`config.mk`:
```
export PLATFORM = sky130hd
export DESIGN_NAME = vectored_exception_prioritizer
export DESIGN_NICKNAME = d
export VERILOG_FILES = /design/src/vep_pkg.sv /design/src/arb_if.sv /design/src/vectored_exception_prioritizer.sv /design/src/exc_arbiter.sv
export VERILOG_INCLUDE_DIRS = /design/src
export SDC_FILE = /design/constraint.sdc
export NUM_CORES = 2
export LEC_CHECK = 0
export BUFFER_PORTS_ARGS = -buffer_cell sky130_fd_sc_hd__buf_2
export CAP_MARGIN = 40
export CORE_ASPECT_RATIO = 0.6
export CORE_MARGIN = 1.5
export CORE_UTILIZATION = 50
export DETAILED_ROUTE_END_ITERATION = 10
export PLACE_DENSITY_LB_ADDON = 0.15
export REMOVE_ABC_BUFFERS = 1
export SKIP_LAST_GASP = 1
export SLEW_MARGIN = 20
export SYNTH_ARGS = -nofsm -noshare
export SYNTH_HDL_FRONTEND = slang
export SYNTH_SLANG_ARGS = --single-unit
```
`constraint.sdc`:
```
create_clock -name pclk -period 76 [get_ports pclk]
set_clock_uncertainty 0.1 [all_clocks]
set_input_delay 0 -clock pclk [delete_from_list [all_inputs] [get_ports pclk]]
set_output_delay 0 -clock pclk [all_outputs]
set_load 0.02 [all_outputs]
```
`src/vep_params.svh`:
```
// Offsets, field positions, reset values and timing counts of the exception prioritizer.
// Included by the package, the prioritizer and the arbiter; definitions only.
`ifndef VEP_PARAMS_SVH
`define VEP_PARAMS_SVH

// Register byte offsets
`define OFS_CTRLSTATE 12'h000
`define OFS_HANDLER_EN 12'h004
`define OFS_GROUPING 12'h008
`define OFS_SYS_PRIO 12'h00c
`define OFS_SET_EN0 12'h010
`define OFS_SET_EN1 12'h014
`define OFS_CLR_EN0 12'h018
`define OFS_CLR_EN1 12'h01c
`define OFS_PEND0 12'h020
`define OFS_PEND1 12'h024
`define OFS_IRQ_PRIO 12'h040
`define OFS_IRQ_PRIO_END 12'h058

// Field positions
`define BIT_NMI_SET 31
`define BIT_PENDABLE_SERVICE_REQUEST_SET 28
`define BIT_PENDABLE_SERVICE_REQUEST_CLR 27
`define POS_PEND_VEC 12
`define BIT_MEM_EN 16
`define BIT_BUS_EN 17
`define BIT_USAGE_EN 18
`define BIT_DBGMON_EN 19
`define PRIO_FIELD_W 4

// Reset values
`define RST_PRIO 3'h0
`define RST_SPLIT 2'h0
`define RST_EN 1'b0

// Exception numbers
`define VEC_SP 6'h00
`define VEC_RESET 6'h01
`define VEC_NMI 6'h02
`define VEC_HARD 6'h03
`define VEC_MEM 6'h04
`define VEC_BUS 6'h05
`define VEC_USAGE 6'h06
`define VEC_SVC 6'h0b
`define VEC_DBGMON 6'h0c
`define VEC_PENDABLE_SERVICE_REQUEST 6'h0e
`define VEC_SYSTEM_TICK_EXCEPTION 6'h0f
`define VEC_IRQ0 16
`define NUM_VEC 64
`define NUM_IRQ 48
`define NUM_SYS 7

// Preemption groups, smaller is more urgent
`define GRP_RESET 4'h0
`define GRP_NMI 4'h1
`define GRP_HARD 4'h2
`define GRP_SETTABLE 4'h3
`define GRP_BASE 4'hf

// Implemented peripheral lines
`define IRQ_IMPL_MASK 48'h0c00_f3ff_c1ff

// Cycles of automatic stacking and of unstacking
`define STACK_CYCLES 8

`endif

```
`src/vep_pkg.sv`:
```
// Types shared by the exception prioritizer and its arbiter.
// Assumes vep_params.svh is on the include path.
`include "vep_params.svh"
package vep_pkg;
   typedef logic [2:0] prio_t;
   typedef logic [3:0] grp_t;
   typedef logic [6:0] rank_t;
   typedef logic [5:0] vec_t;
   typedef enum logic [2:0] {
      ST_SPLOAD = 3'h0,
      ST_RSTVEC = 3'h1,
      ST_RSTRUN = 3'h2,
      ST_THREAD = 3'h3,
      ST_ENTRY = 3'h4,
      ST_HANDLER = 3'h5,
      ST_TAIL = 3'h6,
      ST_UNSTACK = 3'h7
   } state_t;
endpackage : vep_pkg

```
`src/arb_if.sv`:
```
// Pending set and ranks going to the arbiter, winner coming back.
// Assumes vep_pkg is compiled first.
`timescale 1ns/1ps
interface arb_if;
   import vep_pkg::*;
   logic [63:0] pend;
   rank_t rank [64];
   vec_t best_vec;
   grp_t best_grp;
   logic best_valid;
   modport ctl (output pend, output rank, input best_vec, input best_grp, input best_valid);
   modport arb (input pend, input rank, output best_vec, output best_grp, output best_valid);
endinterface : arb_if

```
`src/vectored_exception_prioritizer.sv`:
```
// Exception and interrupt prioritizer with vectored entry, stacking and tail-chaining.
// Assumes an APB master, a core on pclk handshaking entry and return, raw interrupt pins.
//
// Our own choices: the APB register port and the placing of the registers.
`timescale 1ns/1ps
`include "vep_params.svh"
module vectored_exception_prioritizer #(
   parameter int NEST = 8
) (
   // Clock, reset, freeze
   input wire logic pclk,
   input wire logic presetn,
   input wire logic ce,
   // APB slave
   input wire logic [11:0] paddr,
   input wire logic psel,
   input wire logic penable,
   input wire logic pwrite,
   input wire logic [31:0] pwdata,
   output logic [31:0] prdata,
   output logic pready,
   output logic pslverr,
   // Event sources
   input wire logic [47:0] irq_lines,
   input wire logic fault_mem_req,
   input wire logic fault_bus_req,
   input wire logic fault_bus_precise,
   input wire logic fault_usage_req,
   input wire logic svc_req,
   input wire logic dbgmon_req,
   input wire logic system_tick_exception_req,
   // Core handshake
   input wire logic first_instr,
   input wire logic exc_return,
   output logic sp_load,
   output logic vtab_rd,
   output vep_pkg::vec_t vtab_index,
   output logic stack_push,
   output logic stack_pop,
   output logic tail_chain,
   output logic handler_mode,
   output vep_pkg::vec_t active_vec
);
   import vep_pkg::*;
   localparam int DW = $clog2(NEST);
   localparam int STK = `STACK_CYCLES;
   localparam logic [47:0] IMPL = `IRQ_IMPL_MASK;

   arb_if ab ();
   exc_arbiter u_arb (.ab(ab));

   state_t state_r;
   logic [3:0] cnt_r;
   logic [DW:0] depth_r;
   vec_t act_vec_r [NEST];
   grp_t act_grp_r [NEST];
   vec_t fetch_vec_r, active_vec_r;
   logic [63:0] pend_r, pend_set, pend_clr;
   logic [47:0] en_r, irq_s1, irq_s2, irq_s3, irq_lvl_r;
   prio_t irq_prio_r [`NUM_IRQ];
   prio_t sys_prio_r [`NUM_SYS];
   logic [1:0] split_r;
   logic mem_en_r, bus_en_r, usage_en_r, dbgmon_en_r;
   logic [31:0] rd_val, prdata_r;
   logic ready_r, err, wr_en, wr_ctrl, prio_hit;
   logic [2:0] prio_word;
   grp_t cur_grp, grp_below;
   logic preempt, tail_ok, take;

   function automatic rank_t settable(input prio_t p, input logic [1:0] split);
      prio_t sub_mask;
      sub_mask = ~(3'h7 << split);
      return {grp_t'(`GRP_SETTABLE) + grp_t'(p >> split), p & sub_mask};
   endfunction : settable

   function automatic vec_t sys_vec(input int k);
      vec_t v;
      v = `VEC_MEM;
      case (k)
         1: v = `VEC_BUS;
         2: v = `VEC_USAGE;
         3: v = `VEC_SVC;
         4: v = `VEC_DBGMON;
         5: v = `VEC_PENDABLE_SERVICE_REQUEST;
         6: v = `VEC_SYSTEM_TICK_EXCEPTION;
         default: v = `VEC_MEM;
      endcase
      return v;
   endfunction : sys_vec

   function automatic vec_t fault_target(input logic en, input rank_t r, input grp_t cur, input vec_t v);
      return (en && r[6:3] < cur) ? v : `VEC_HARD;
   endfunction : fault_target

   always_comb begin
      for (int i = 0; i < `NUM_VEC; i++) begin
         ab.rank[i] = '1;
      end
      ab.rank[`VEC_NMI] = {`GRP_NMI, 3'h0};
      ab.rank[`VEC_HARD] = {`GRP_HARD, 3'h0};
      for (int k = 0; k < `NUM_SYS; k++) begin
         ab.rank[sys_vec(k)] = settable(sys_prio_r[k], split_r);
      end
      for (int j = 0; j < `NUM_IRQ; j++) begin
         ab.rank[`VEC_IRQ0 + j] = settable(irq_prio_r[j], split_r);
      end
   end

   assign ab.pend = pend_r & {en_r & IMPL, 16'hffff};

   // APB decode
   assign prio_hit = paddr >= `OFS_IRQ_PRIO && paddr < `OFS_IRQ_PRIO_END && paddr[1:0] == 2'h0;
   assign prio_word = 3'(paddr[11:2] - 10'(`OFS_IRQ_PRIO >> 2));
   assign pready = ready_r & ce;
   assign wr_en = psel & penable & pwrite & pready & ~err;
   assign wr_ctrl = wr_en && paddr == `OFS_CTRLSTATE;
   assign pslverr = psel & penable & pready & err;
   assign prdata = prdata_r;

   always_comb begin
      rd_val = 32'h0;
      err = 1'b0;
      if (prio_hit) begin
         for (int k = 0; k < 8; k++) begin
            rd_val[`PRIO_FIELD_W*k +: 3] = irq_prio_r[8*prio_word + k];
         end
      end else begin
         case (paddr)
            `OFS_CTRLSTATE: begin
               rd_val[`BIT_NMI_SET] = pend_r[`VEC_NMI];
               rd_val[`BIT_PENDABLE_SERVICE_REQUEST_SET] = pend_r[`VEC_PENDABLE_SERVICE_REQUEST];
               rd_val[`POS_PEND_VEC +: 6] = ab.best_vec;
               rd_val[5:0] = active_vec_r;
            end
            `OFS_HANDLER_EN: begin
               rd_val[`BIT_MEM_EN] = mem_en_r;
               rd_val[`BIT_BUS_EN] = bus_en_r;
               rd_val[`BIT_USAGE_EN] = usage_en_r;
               rd_val[`BIT_DBGMON_EN] = dbgmon_en_r;
            end
            `OFS_GROUPING: rd_val[1:0] = split_r;
            `OFS_SYS_PRIO: begin
               for (int k = 0; k < `NUM_SYS; k++) begin
                  rd_val[`PRIO_FIELD_W*k +: 3] = sys_prio_r[k];
               end
            end
            `OFS_SET_EN0, `OFS_CLR_EN0: rd_val = en_r[31:0];
            `OFS_SET_EN1, `OFS_CLR_EN1: rd_val = {16'h0, en_r[47:32]};
            `OFS_PEND0: rd_val = pend_r[47:16];
            `OFS_PEND1: rd_val = {16'h0, pend_r[63:48]};
            default: err = 1'b1;
         endcase
      end
   end

   // Ready follows any selected cycle, so a setup frozen by ce still completes
   always_ff @(posedge pclk or negedge presetn) begin
      if (!presetn) begin
         prdata_r <= 32'h0;
         ready_r <= 1'b0;
      end else if (ce) begin
         if (psel && !ready_r) begin
            prdata_r <= rd_val;
            ready_r <= 1'b1;
         end else if (psel && penable) begin
            ready_r <= 1'b0;
         end
      end
   end

   always_ff @(posedge pclk or negedge presetn) begin
      if (!presetn) begin
         for (int j = 0; j < `NUM_IRQ; j++) begin
            irq_prio_r[j] <= `RST_PRIO;
         end
         for (int k = 0; k < `NUM_SYS; k++) begin
            sys_prio_r[k] <= `RST_PRIO;
         end
         split_r <= `RST_SPLIT;
      end else if (ce && wr_en) begin
         if (prio_hit) begin
            for (int k = 0; k < 8; k++) begin
               if (IMPL[8*prio_word + k]) begin
                  irq_prio_r[8*prio_word + k] <= pwdata[`PRIO_FIELD_W*k +: 3];
               end
            end
         end else if (paddr == `OFS_SYS_PRIO) begin
            for (int k = 0; k < `NUM_SYS; k++) begin
               sys_prio_r[k] <= pwdata[`PRIO_FIELD_W*k +: 3];
            end
         end else if (paddr == `OFS_GROUPING) begin
            split_r <= pwdata[1:0];
         end
      end
   end

   always_ff @(posedge pclk or negedge presetn) begin
      if (!presetn) begin
         en_r <= '0;
         mem_en_r <= `RST_EN;
         bus_en_r <= `RST_EN;
         usage_en_r <= `RST_EN;
         dbgmon_en_r <= `RST_EN;
      end else if (ce && wr_en) begin
         case (paddr)
            `OFS_SET_EN0: en_r <= en_r | ({16'h0, pwdata} & IMPL);
            `OFS_SET_EN1: en_r <= en_r | ({pwdata[15:0], 32'h0} & IMPL);
            `OFS_CLR_EN0: en_r <= en_r & ~{16'h0, pwdata};
            `OFS_CLR_EN1: en_r <= en_r & ~{pwdata[15:0], 32'h0};
            `OFS_HANDLER_EN: begin
               mem_en_r <= pwdata[`BIT_MEM_EN];
               bus_en_r <= pwdata[`BIT_BUS_EN];
               usage_en_r <= pwdata[`BIT_USAGE_EN];
               dbgmon_en_r <= pwdata[`BIT_DBGMON_EN];
            end
            default: en_r <= en_r;
         endcase
      end
   end

   // Pins: three stages, a change counts once stages two and three agree
   always_ff @(posedge pclk or negedge presetn) begin
      if (!presetn) begin
         irq_s1 <= '0;
         irq_s2 <= '0;
         irq_s3 <= '0;
         irq_lvl_r <= '0;
      end else if (ce) begin
         irq_s1 <= irq_lines;
         irq_s2 <= irq_s1;
         irq_s3 <= irq_s2;
         irq_lvl_r <= (irq_s2 & irq_s3) | (irq_lvl_r & (irq_s2 | irq_s3));
      end
   end

   always_comb begin
      pend_set = '0;
      pend_clr = '0;
      if (take) begin
         pend_clr[ab.best_vec] = 1'b1;
      end
      if (wr_ctrl && pwdata[`BIT_PENDABLE_SERVICE_REQUEST_CLR]) begin
         pend_clr[`VEC_PENDABLE_SERVICE_REQUEST] = 1'b1;
      end
      if (wr_ctrl && pwdata[`BIT_NMI_SET]) begin
         pend_set[`VEC_NMI] = 1'b1;
      end
      if (wr_ctrl && pwdata[`BIT_PENDABLE_SERVICE_REQUEST_SET]) begin
         pend_set[`VEC_PENDABLE_SERVICE_REQUEST] = 1'b1;
      end
      if (fault_mem_req) begin
         pend_set[fault_target(mem_en_r, ab.rank[`VEC_MEM], cur_grp, `VEC_MEM)] = 1'b1;
      end
      if (fault_usage_req) begin
         pend_set[fault_target(usage_en_r, ab.rank[`VEC_USAGE], cur_grp, `VEC_USAGE)] = 1'b1;
      end
      if (fault_bus_req && fault_bus_precise) begin
         pend_set[fault_target(bus_en_r, ab.rank[`VEC_BUS], cur_grp, `VEC_BUS)] = 1'b1;
      end else if (fault_bus_req) begin
         pend_set[bus_en_r ? `VEC_BUS : `VEC_HARD] = 1'b1;
      end
      if (svc_req) begin
         pend_set[`VEC_SVC] = 1'b1;
      end
      if (dbgmon_req && dbgmon_en_r && ab.rank[`VEC_DBGMON][6:3] < cur_grp) begin
         pend_set[`VEC_DBGMON] = 1'b1;
      end
      if (system_tick_exception_req) begin
         pend_set[`VEC_SYSTEM_TICK_EXCEPTION] = 1'b1;
      end
      pend_set[63:16] = irq_lvl_r & en_r & IMPL;
   end

   // Set wins over clear, so a line still high re-pends after being taken
   always_ff @(posedge pclk or negedge presetn) begin
      if (!presetn) begin
         pend_r <= '0;
      end else if (ce) begin
         pend_r <= (pend_r & ~pend_clr) | pend_set;
      end
   end

   always_comb begin
      if (state_r == ST_SPLOAD || state_r == ST_RSTVEC || state_r == ST_RSTRUN) begin
         cur_grp = `GRP_RESET;
      end else if (depth_r == '0) begin
         cur_grp = `GRP_BASE;
      end else begin
         cur_grp = act_grp_r[DW'(depth_r - 1'b1)];
      end
      grp_below = (depth_r > 1) ? act_grp_r[DW'(depth_r - 2'h2)] : `GRP_BASE;
   end

   assign preempt = ab.best_valid && ab.best_grp < cur_grp && depth_r < (DW+1)'(NEST);
   // chain when it would preempt the level below
   assign tail_ok = ab.best_valid && ab.best_grp < grp_below;
   assign take = ((state_r == ST_THREAD || (state_r == ST_HANDLER && !exc_return)) && preempt) ||
                 (state_r == ST_HANDLER && exc_return && tail_ok);

   // Deep nesting stalls new entries instead of overflowing the stack
   always_ff @(posedge pclk or negedge presetn) begin
      if (!presetn) begin
         state_r <= ST_SPLOAD;
         cnt_r <= 4'h0;
         fetch_vec_r <= `VEC_SP;
         active_vec_r <= 6'h00;
      end else if (ce) begin
         unique case (state_r)
            ST_SPLOAD: begin
               state_r <= ST_RSTVEC;
               fetch_vec_r <= `VEC_RESET;
               active_vec_r <= `VEC_RESET;
            end
            ST_RSTVEC: state_r <= ST_RSTRUN;
            ST_RSTRUN: begin
               if (first_instr) begin
                  state_r <= ST_THREAD;
                  active_vec_r <= 6'h00;
               end
            end
            ST_THREAD, ST_HANDLER: begin
               if (take) begin
                  fetch_vec_r <= ab.best_vec;
                  active_vec_r <= ab.best_vec;
                  cnt_r <= 4'h0;
                  state_r <= (state_r == ST_HANDLER && exc_return) ? ST_TAIL : ST_ENTRY;
               end else if (state_r == ST_HANDLER && exc_return) begin
                  cnt_r <= 4'h0;
                  state_r <= ST_UNSTACK;
                  active_vec_r <= (depth_r > 1) ? act_vec_r[DW'(depth_r - 2'h2)] : 6'h00;
               end
            end
            ST_ENTRY: begin
               cnt_r <= cnt_r + 4'h1;
               if (cnt_r == 4'(STK - 1)) begin
                  state_r <= ST_HANDLER;
               end
            end
            ST_TAIL: state_r <= ST_HANDLER;
            ST_UNSTACK: begin
               cnt_r <= cnt_r + 4'h1;
               if (cnt_r == 4'(STK - 1)) begin
                  state_r <= (depth_r == '0) ? ST_THREAD : ST_HANDLER;
               end
            end
         endcase
      end
   end

   // Active exceptions, newest on top
   always_ff @(posedge pclk or negedge presetn) begin
      if (!presetn) begin
         depth_r <= '0;
         for (int i = 0; i < NEST; i++) begin
            act_vec_r[i] <= 6'h00;
            act_grp_r[i] <= `GRP_BASE;
         end
      end else if (ce) begin
         if (take && state_r == ST_HANDLER && exc_return) begin
            act_vec_r[DW'(depth_r - 1'b1)] <= ab.best_vec;
            act_grp_r[DW'(depth_r - 1'b1)] <= ab.best_grp;
         end else if (take) begin
            act_vec_r[DW'(depth_r)] <= ab.best_vec;
            act_grp_r[DW'(depth_r)] <= ab.best_grp;
            depth_r <= depth_r + 1'b1;
         end else if (state_r == ST_HANDLER && exc_return) begin
            depth_r <= depth_r - 1'b1;
         end
      end
   end

   assign sp_load = state_r == ST_SPLOAD;
   assign vtab_rd = sp_load || state_r == ST_RSTVEC || state_r == ST_TAIL || (state_r == ST_ENTRY && cnt_r == 4'h0);
   assign vtab_index = fetch_vec_r;
   assign stack_push = state_r == ST_ENTRY;
   assign stack_pop = state_r == ST_UNSTACK;
   assign tail_chain = state_r == ST_TAIL;
   assign handler_mode = state_r == ST_HANDLER || state_r == ST_TAIL;
   assign active_vec = active_vec_r;

   logic nest_ok, en_best;
   assign nest_ok = depth_r < 2 || act_grp_r[DW'(depth_r - 1'b1)] < act_grp_r[DW'(depth_r - 2'h2)];
   assign en_best = ab.best_vec < 6'h10 || en_r[6'(ab.best_vec - 6'h10)];
endmodule : vectored_exception_prioritizer

```
`src/exc_arbiter.sv`:
```
// Combinational winner search over all pending exception numbers.
// Assumes ranks of {group, subpriority}; strict compare keeps the lower number on ties.
`timescale 1ns/1ps
`include "vep_params.svh"
module exc_arbiter (
   // Pending set and winner
   arb_if.arb ab
);
   import vep_pkg::*;
   rank_t best_rank;

   always_comb begin
      best_rank = '1;
      ab.best_valid = 1'b0;
      ab.best_vec = '0;
      for (int i = 0; i < `NUM_VEC; i++) begin
         if (ab.pend[i] && (!ab.best_valid || ab.rank[i] < best_rank)) begin
            ab.best_valid = 1'b1;
            best_rank = ab.rank[i];
            ab.best_vec = vec_t'(i);
         end
      end
      ab.best_grp = ab.best_valid ? best_rank[6:3] : `GRP_BASE;
   end
endmodule : exc_arbiter

```
==> impl_metrics.env <==
export IMPL_seq_area_um2=13200
export IMPL_wl_per_cell_um=24.9
export IMPL_seq_area_frac_synth_pct=34.6
export IMPL_hp_class="in -> reg"
export IMPL_maxCapViolCount=0
export IMPL_synth_edf_count=0
export IMPL_die_y_um=217
export IMPL_cts_tree="built"
export IMPL_drt_iter0_drc=4585
export IMPL_finalSetupViolCount=0
export IMPL_grt_pass1_vias=32276
export IMPL_yosysWarnings=0
export IMPL_drcViolationCount=0
export IMPL_post_dp_cell_area_um2=41100
export IMPL_switching_share_pct=42.2
export IMPL_worst_pin_slew_ps=1160
export IMPL_drive_above_1_share_pct=20.4
export IMPL_numCtsBuffers=48
export IMPL_syn_inst=4198
export IMPL_synth_most_common_cell="dfrtp_1"
export IMPL_maxSlewViolCount=0
export IMPL_gp_routability_congestion=1.00
export IMPL_root_buffer="clkbuf_16"
export IMPL_start_util_pct=50.5
export IMPL_clk_pin_slew_ps=70
export IMPL_synth_common_cells="dfrtp_1, nand2_1, nor2_1"
export IMPL_dr_pass1_iters=5
export IMPL_mappedNetlistArea_um2=38200
export IMPL_synth_top_area_cell="dfrtp_1"
export IMPL_holdPathStages=5
export IMPL_fin_nets=4776
export IMPL_path_class="reg -> reg"
export IMPL_leakagePower_nw=19.8
export IMPL_critPathTopFamily="compound AO/OA/AOI/OAI gates"
export IMPL_cp_max_fo=21
export IMPL_area_growth_synth_to_final_pct=14.6
export IMPL_ys_seq_elements=527
export IMPL_worstPathRequired_ps=76380
export IMPL_max_stage_delay_ps=650
export IMPL_wl_mm=137
export IMPL_ys_flop_type="dfrtp_1"
export IMPL_slew_headroom_pct=22.6
export IMPL_clock_sinks=527
export IMPL_synth_avg_cell_area_um2=9.10
export IMPL_port_buffers=137
export IMPL_p_sw_mw=0.547
export IMPL_arrival_ps=71650
export IMPL_grt_max_degree=151
export IMPL_num_fill_cells=6608
export IMPL_min_period_ps=71270
export IMPL_dp_hpwl_mm=104
export IMPL_combPwrFrac_pct=53.8
export IMPL_end_kind="flip-flop"
export IMPL_synthTopCellsByArea="dfrtp_1, ha_1, mux2_2, nand2_1, a21oi_1"
export IMPL_vias=34873
export IMPL_die_x_um=360
export IMPL_p_per_area_nw_per_um2=29.6
export IMPL_ff2ff_path_depth=316
export IMPL_dieArea_um2=78100
export IMPL_clk_path_buf_depth=3
export IMPL_synth_cell_type_count=119
export IMPL_io_pins=159
export IMPL_period_share_pct=93.8
export IMPL_intPower_mw=0.750
export IMPL_antenna_found_initial=5
export IMPL_slowest_stage="dfrtp_4"
export IMPL_drtAntennaViolNets=0
export IMPL_cts_htree_levels=2
export IMPL_final_area_um2=43800
export IMPL_fmaxAchievable_mhz=14.0
export IMPL_cp_common_cell="a21o_1"
export IMPL_timing_setup_tns_ps=0
export IMPL_grtUsageTotal_pct=34.5
export IMPL_critPathLaunchType="flip-flop"
export IMPL_status="finished clean"
export IMPL_hold_viol_final=0
export IMPL_p_clk_share_pct=19.9
export IMPL_multi_input_area_um2=23400
export IMPL_async_flop_share_pct=100
export IMPL_vdd_drop_max_uv=18.2
export IMPL_vias_per_cell=6.37
export IMPL_grt_ovfl_total=0
export IMPL_path_buf_inv=20
export IMPL_post_cts_buffers=0
export IMPL_synth_top_area_share_pct=32.4
export IMPL_clock_latency_ps=600
export IMPL_seqPwrFrac_pct=26.3
export IMPL_rows=78
export IMPL_finalPower_mw=1.30
export IMPL_cp_depth=316
export IMPL_grt_pass1_wl_mm=206
export IMPL_core_um2=75600
-- power by group through the flow --
stage	logic [mW]	clock network [mW]	registers, mW
finish	0.698	0.258	0.341
CTS	0.677	0.260	0.340
floorplan	0.420	0	0.341
detailed placement	0.669	0	0.345
global placement	0.659	0	0.344
global route	0.759	0.271	0.344
-- registers in the layout, summed over array words and instances (netlist names), 21 cells and up --
signal      cells
irq_prio_r    144
pend_r         64
act_vec_r      48
en_r           48
act_grp_r      32
prdata         32
irq_lvl_r      27
irq_s1         27
irq_s2         27
irq_s3         27
sys_prio_r     21
-- layout by cell type (no fill, tap or decap), types with 76 or more instances in the layout --
master           n
buf_2          138
nor2_1         349
nand2_1        456
mux2i_1        127
buf_4          236
inv_1          151
dfrtp_1        492
dlygate4sd3_1   85
a21o_1         102
o21ai_0        234
ha_1           234
a21oi_1        309
mux2_2         248
nand3_1         76
-- metrics by stage --
stage               worst slack [ps]  hold slack (ps)  util [%]  cells
floorplan                       9950             -396         -   3909
global placement                4550             35.6      54.1   5282
detailed placement              4250             40.5      54.3   5289
CTS                             3980             2.23      57.6   5460
global route                   -21.6             38.5      57.9   5471
finish                          4730             43.8      57.9   5474
-- path summary, 6_finish.rpt --
check / startpoint / endpoint / slack (ps)
max: split_r[0] / pend_r[14] / 4730
min: pwrite / en_r[42] / 40
max reg2reg: split_r[0] / pend_r[14] / 4730
min reg2reg: irq_prio_r[108] / irq_prio_r[108] / 270
max in group asynchronous: presetn / irq_lvl_r[20] / 72730
min in group asynchronous: presetn / cnt_r[0] / 560
-- logic make-up after synthesis --
| logic type | share of synthesized area (%) |
|---|---|
| adders and majority gates | 7.69 |
| DFF | 34.6 |
| AOI/OAI and AO/OA | 21.8 |
| muxes | 15.8 |
| and+or+nand+nor | 14.7 |
| buffers and inverters | 4.46 |
| xor gates and xnor gates | 0.963 |
-- final cells by class --
class	count	share of cell area, %
clock buffer	66	3.13
timing repair buffer	476	8.34
inverter	154	1.32
tap	1000	2.86
multi-input combinational	3228	53.5
antenna	3	0.0171
clock inverter	20	0.614
sequential	527	30.2
-- worst reg2reg max path, delay by kind of cell, from the launching register on --
| family | cells | cell delay [ps] |
|---|---|---|
| AO/OA/AOI/OAI | 190 | 43010 |
| XOR/XNOR | 1 | 170 |
| adder cells (fa/ha/maj) | 35 | 10370 |
| buffers and inverters | 20 | 3680 |
| flip-flops | 1 | 650 |
| multiplexers | 9 | 3140 |
| AND/OR/NAND/NOR | 61 | 10050 |
-- metal layers --
layer | GRT usage (%) | vias to the layer above | wire [um] | part of all wire (%)
li1 | - | 15914 | - | -
met1 | 53.2 | 16858 | 63000 | 46
met2 | 46.2 | 1872 | 52300 | 38
met3 | 11.0 | 225 | 17900 | 13
met4 | 7.47 | 4 | 3310 | 2.4
met5 | 0 | - | 27 | 0.020
-- what timing repair did --
action | in CTS | in global routing
hold buffers | 85 | 0
endpoints found under the setup margin | 0 | 149
endpoints found under the hold margin | 351 | 0
resized for setup | 0 | 17
Note: power is estimated with default switching activity, not from simulation.
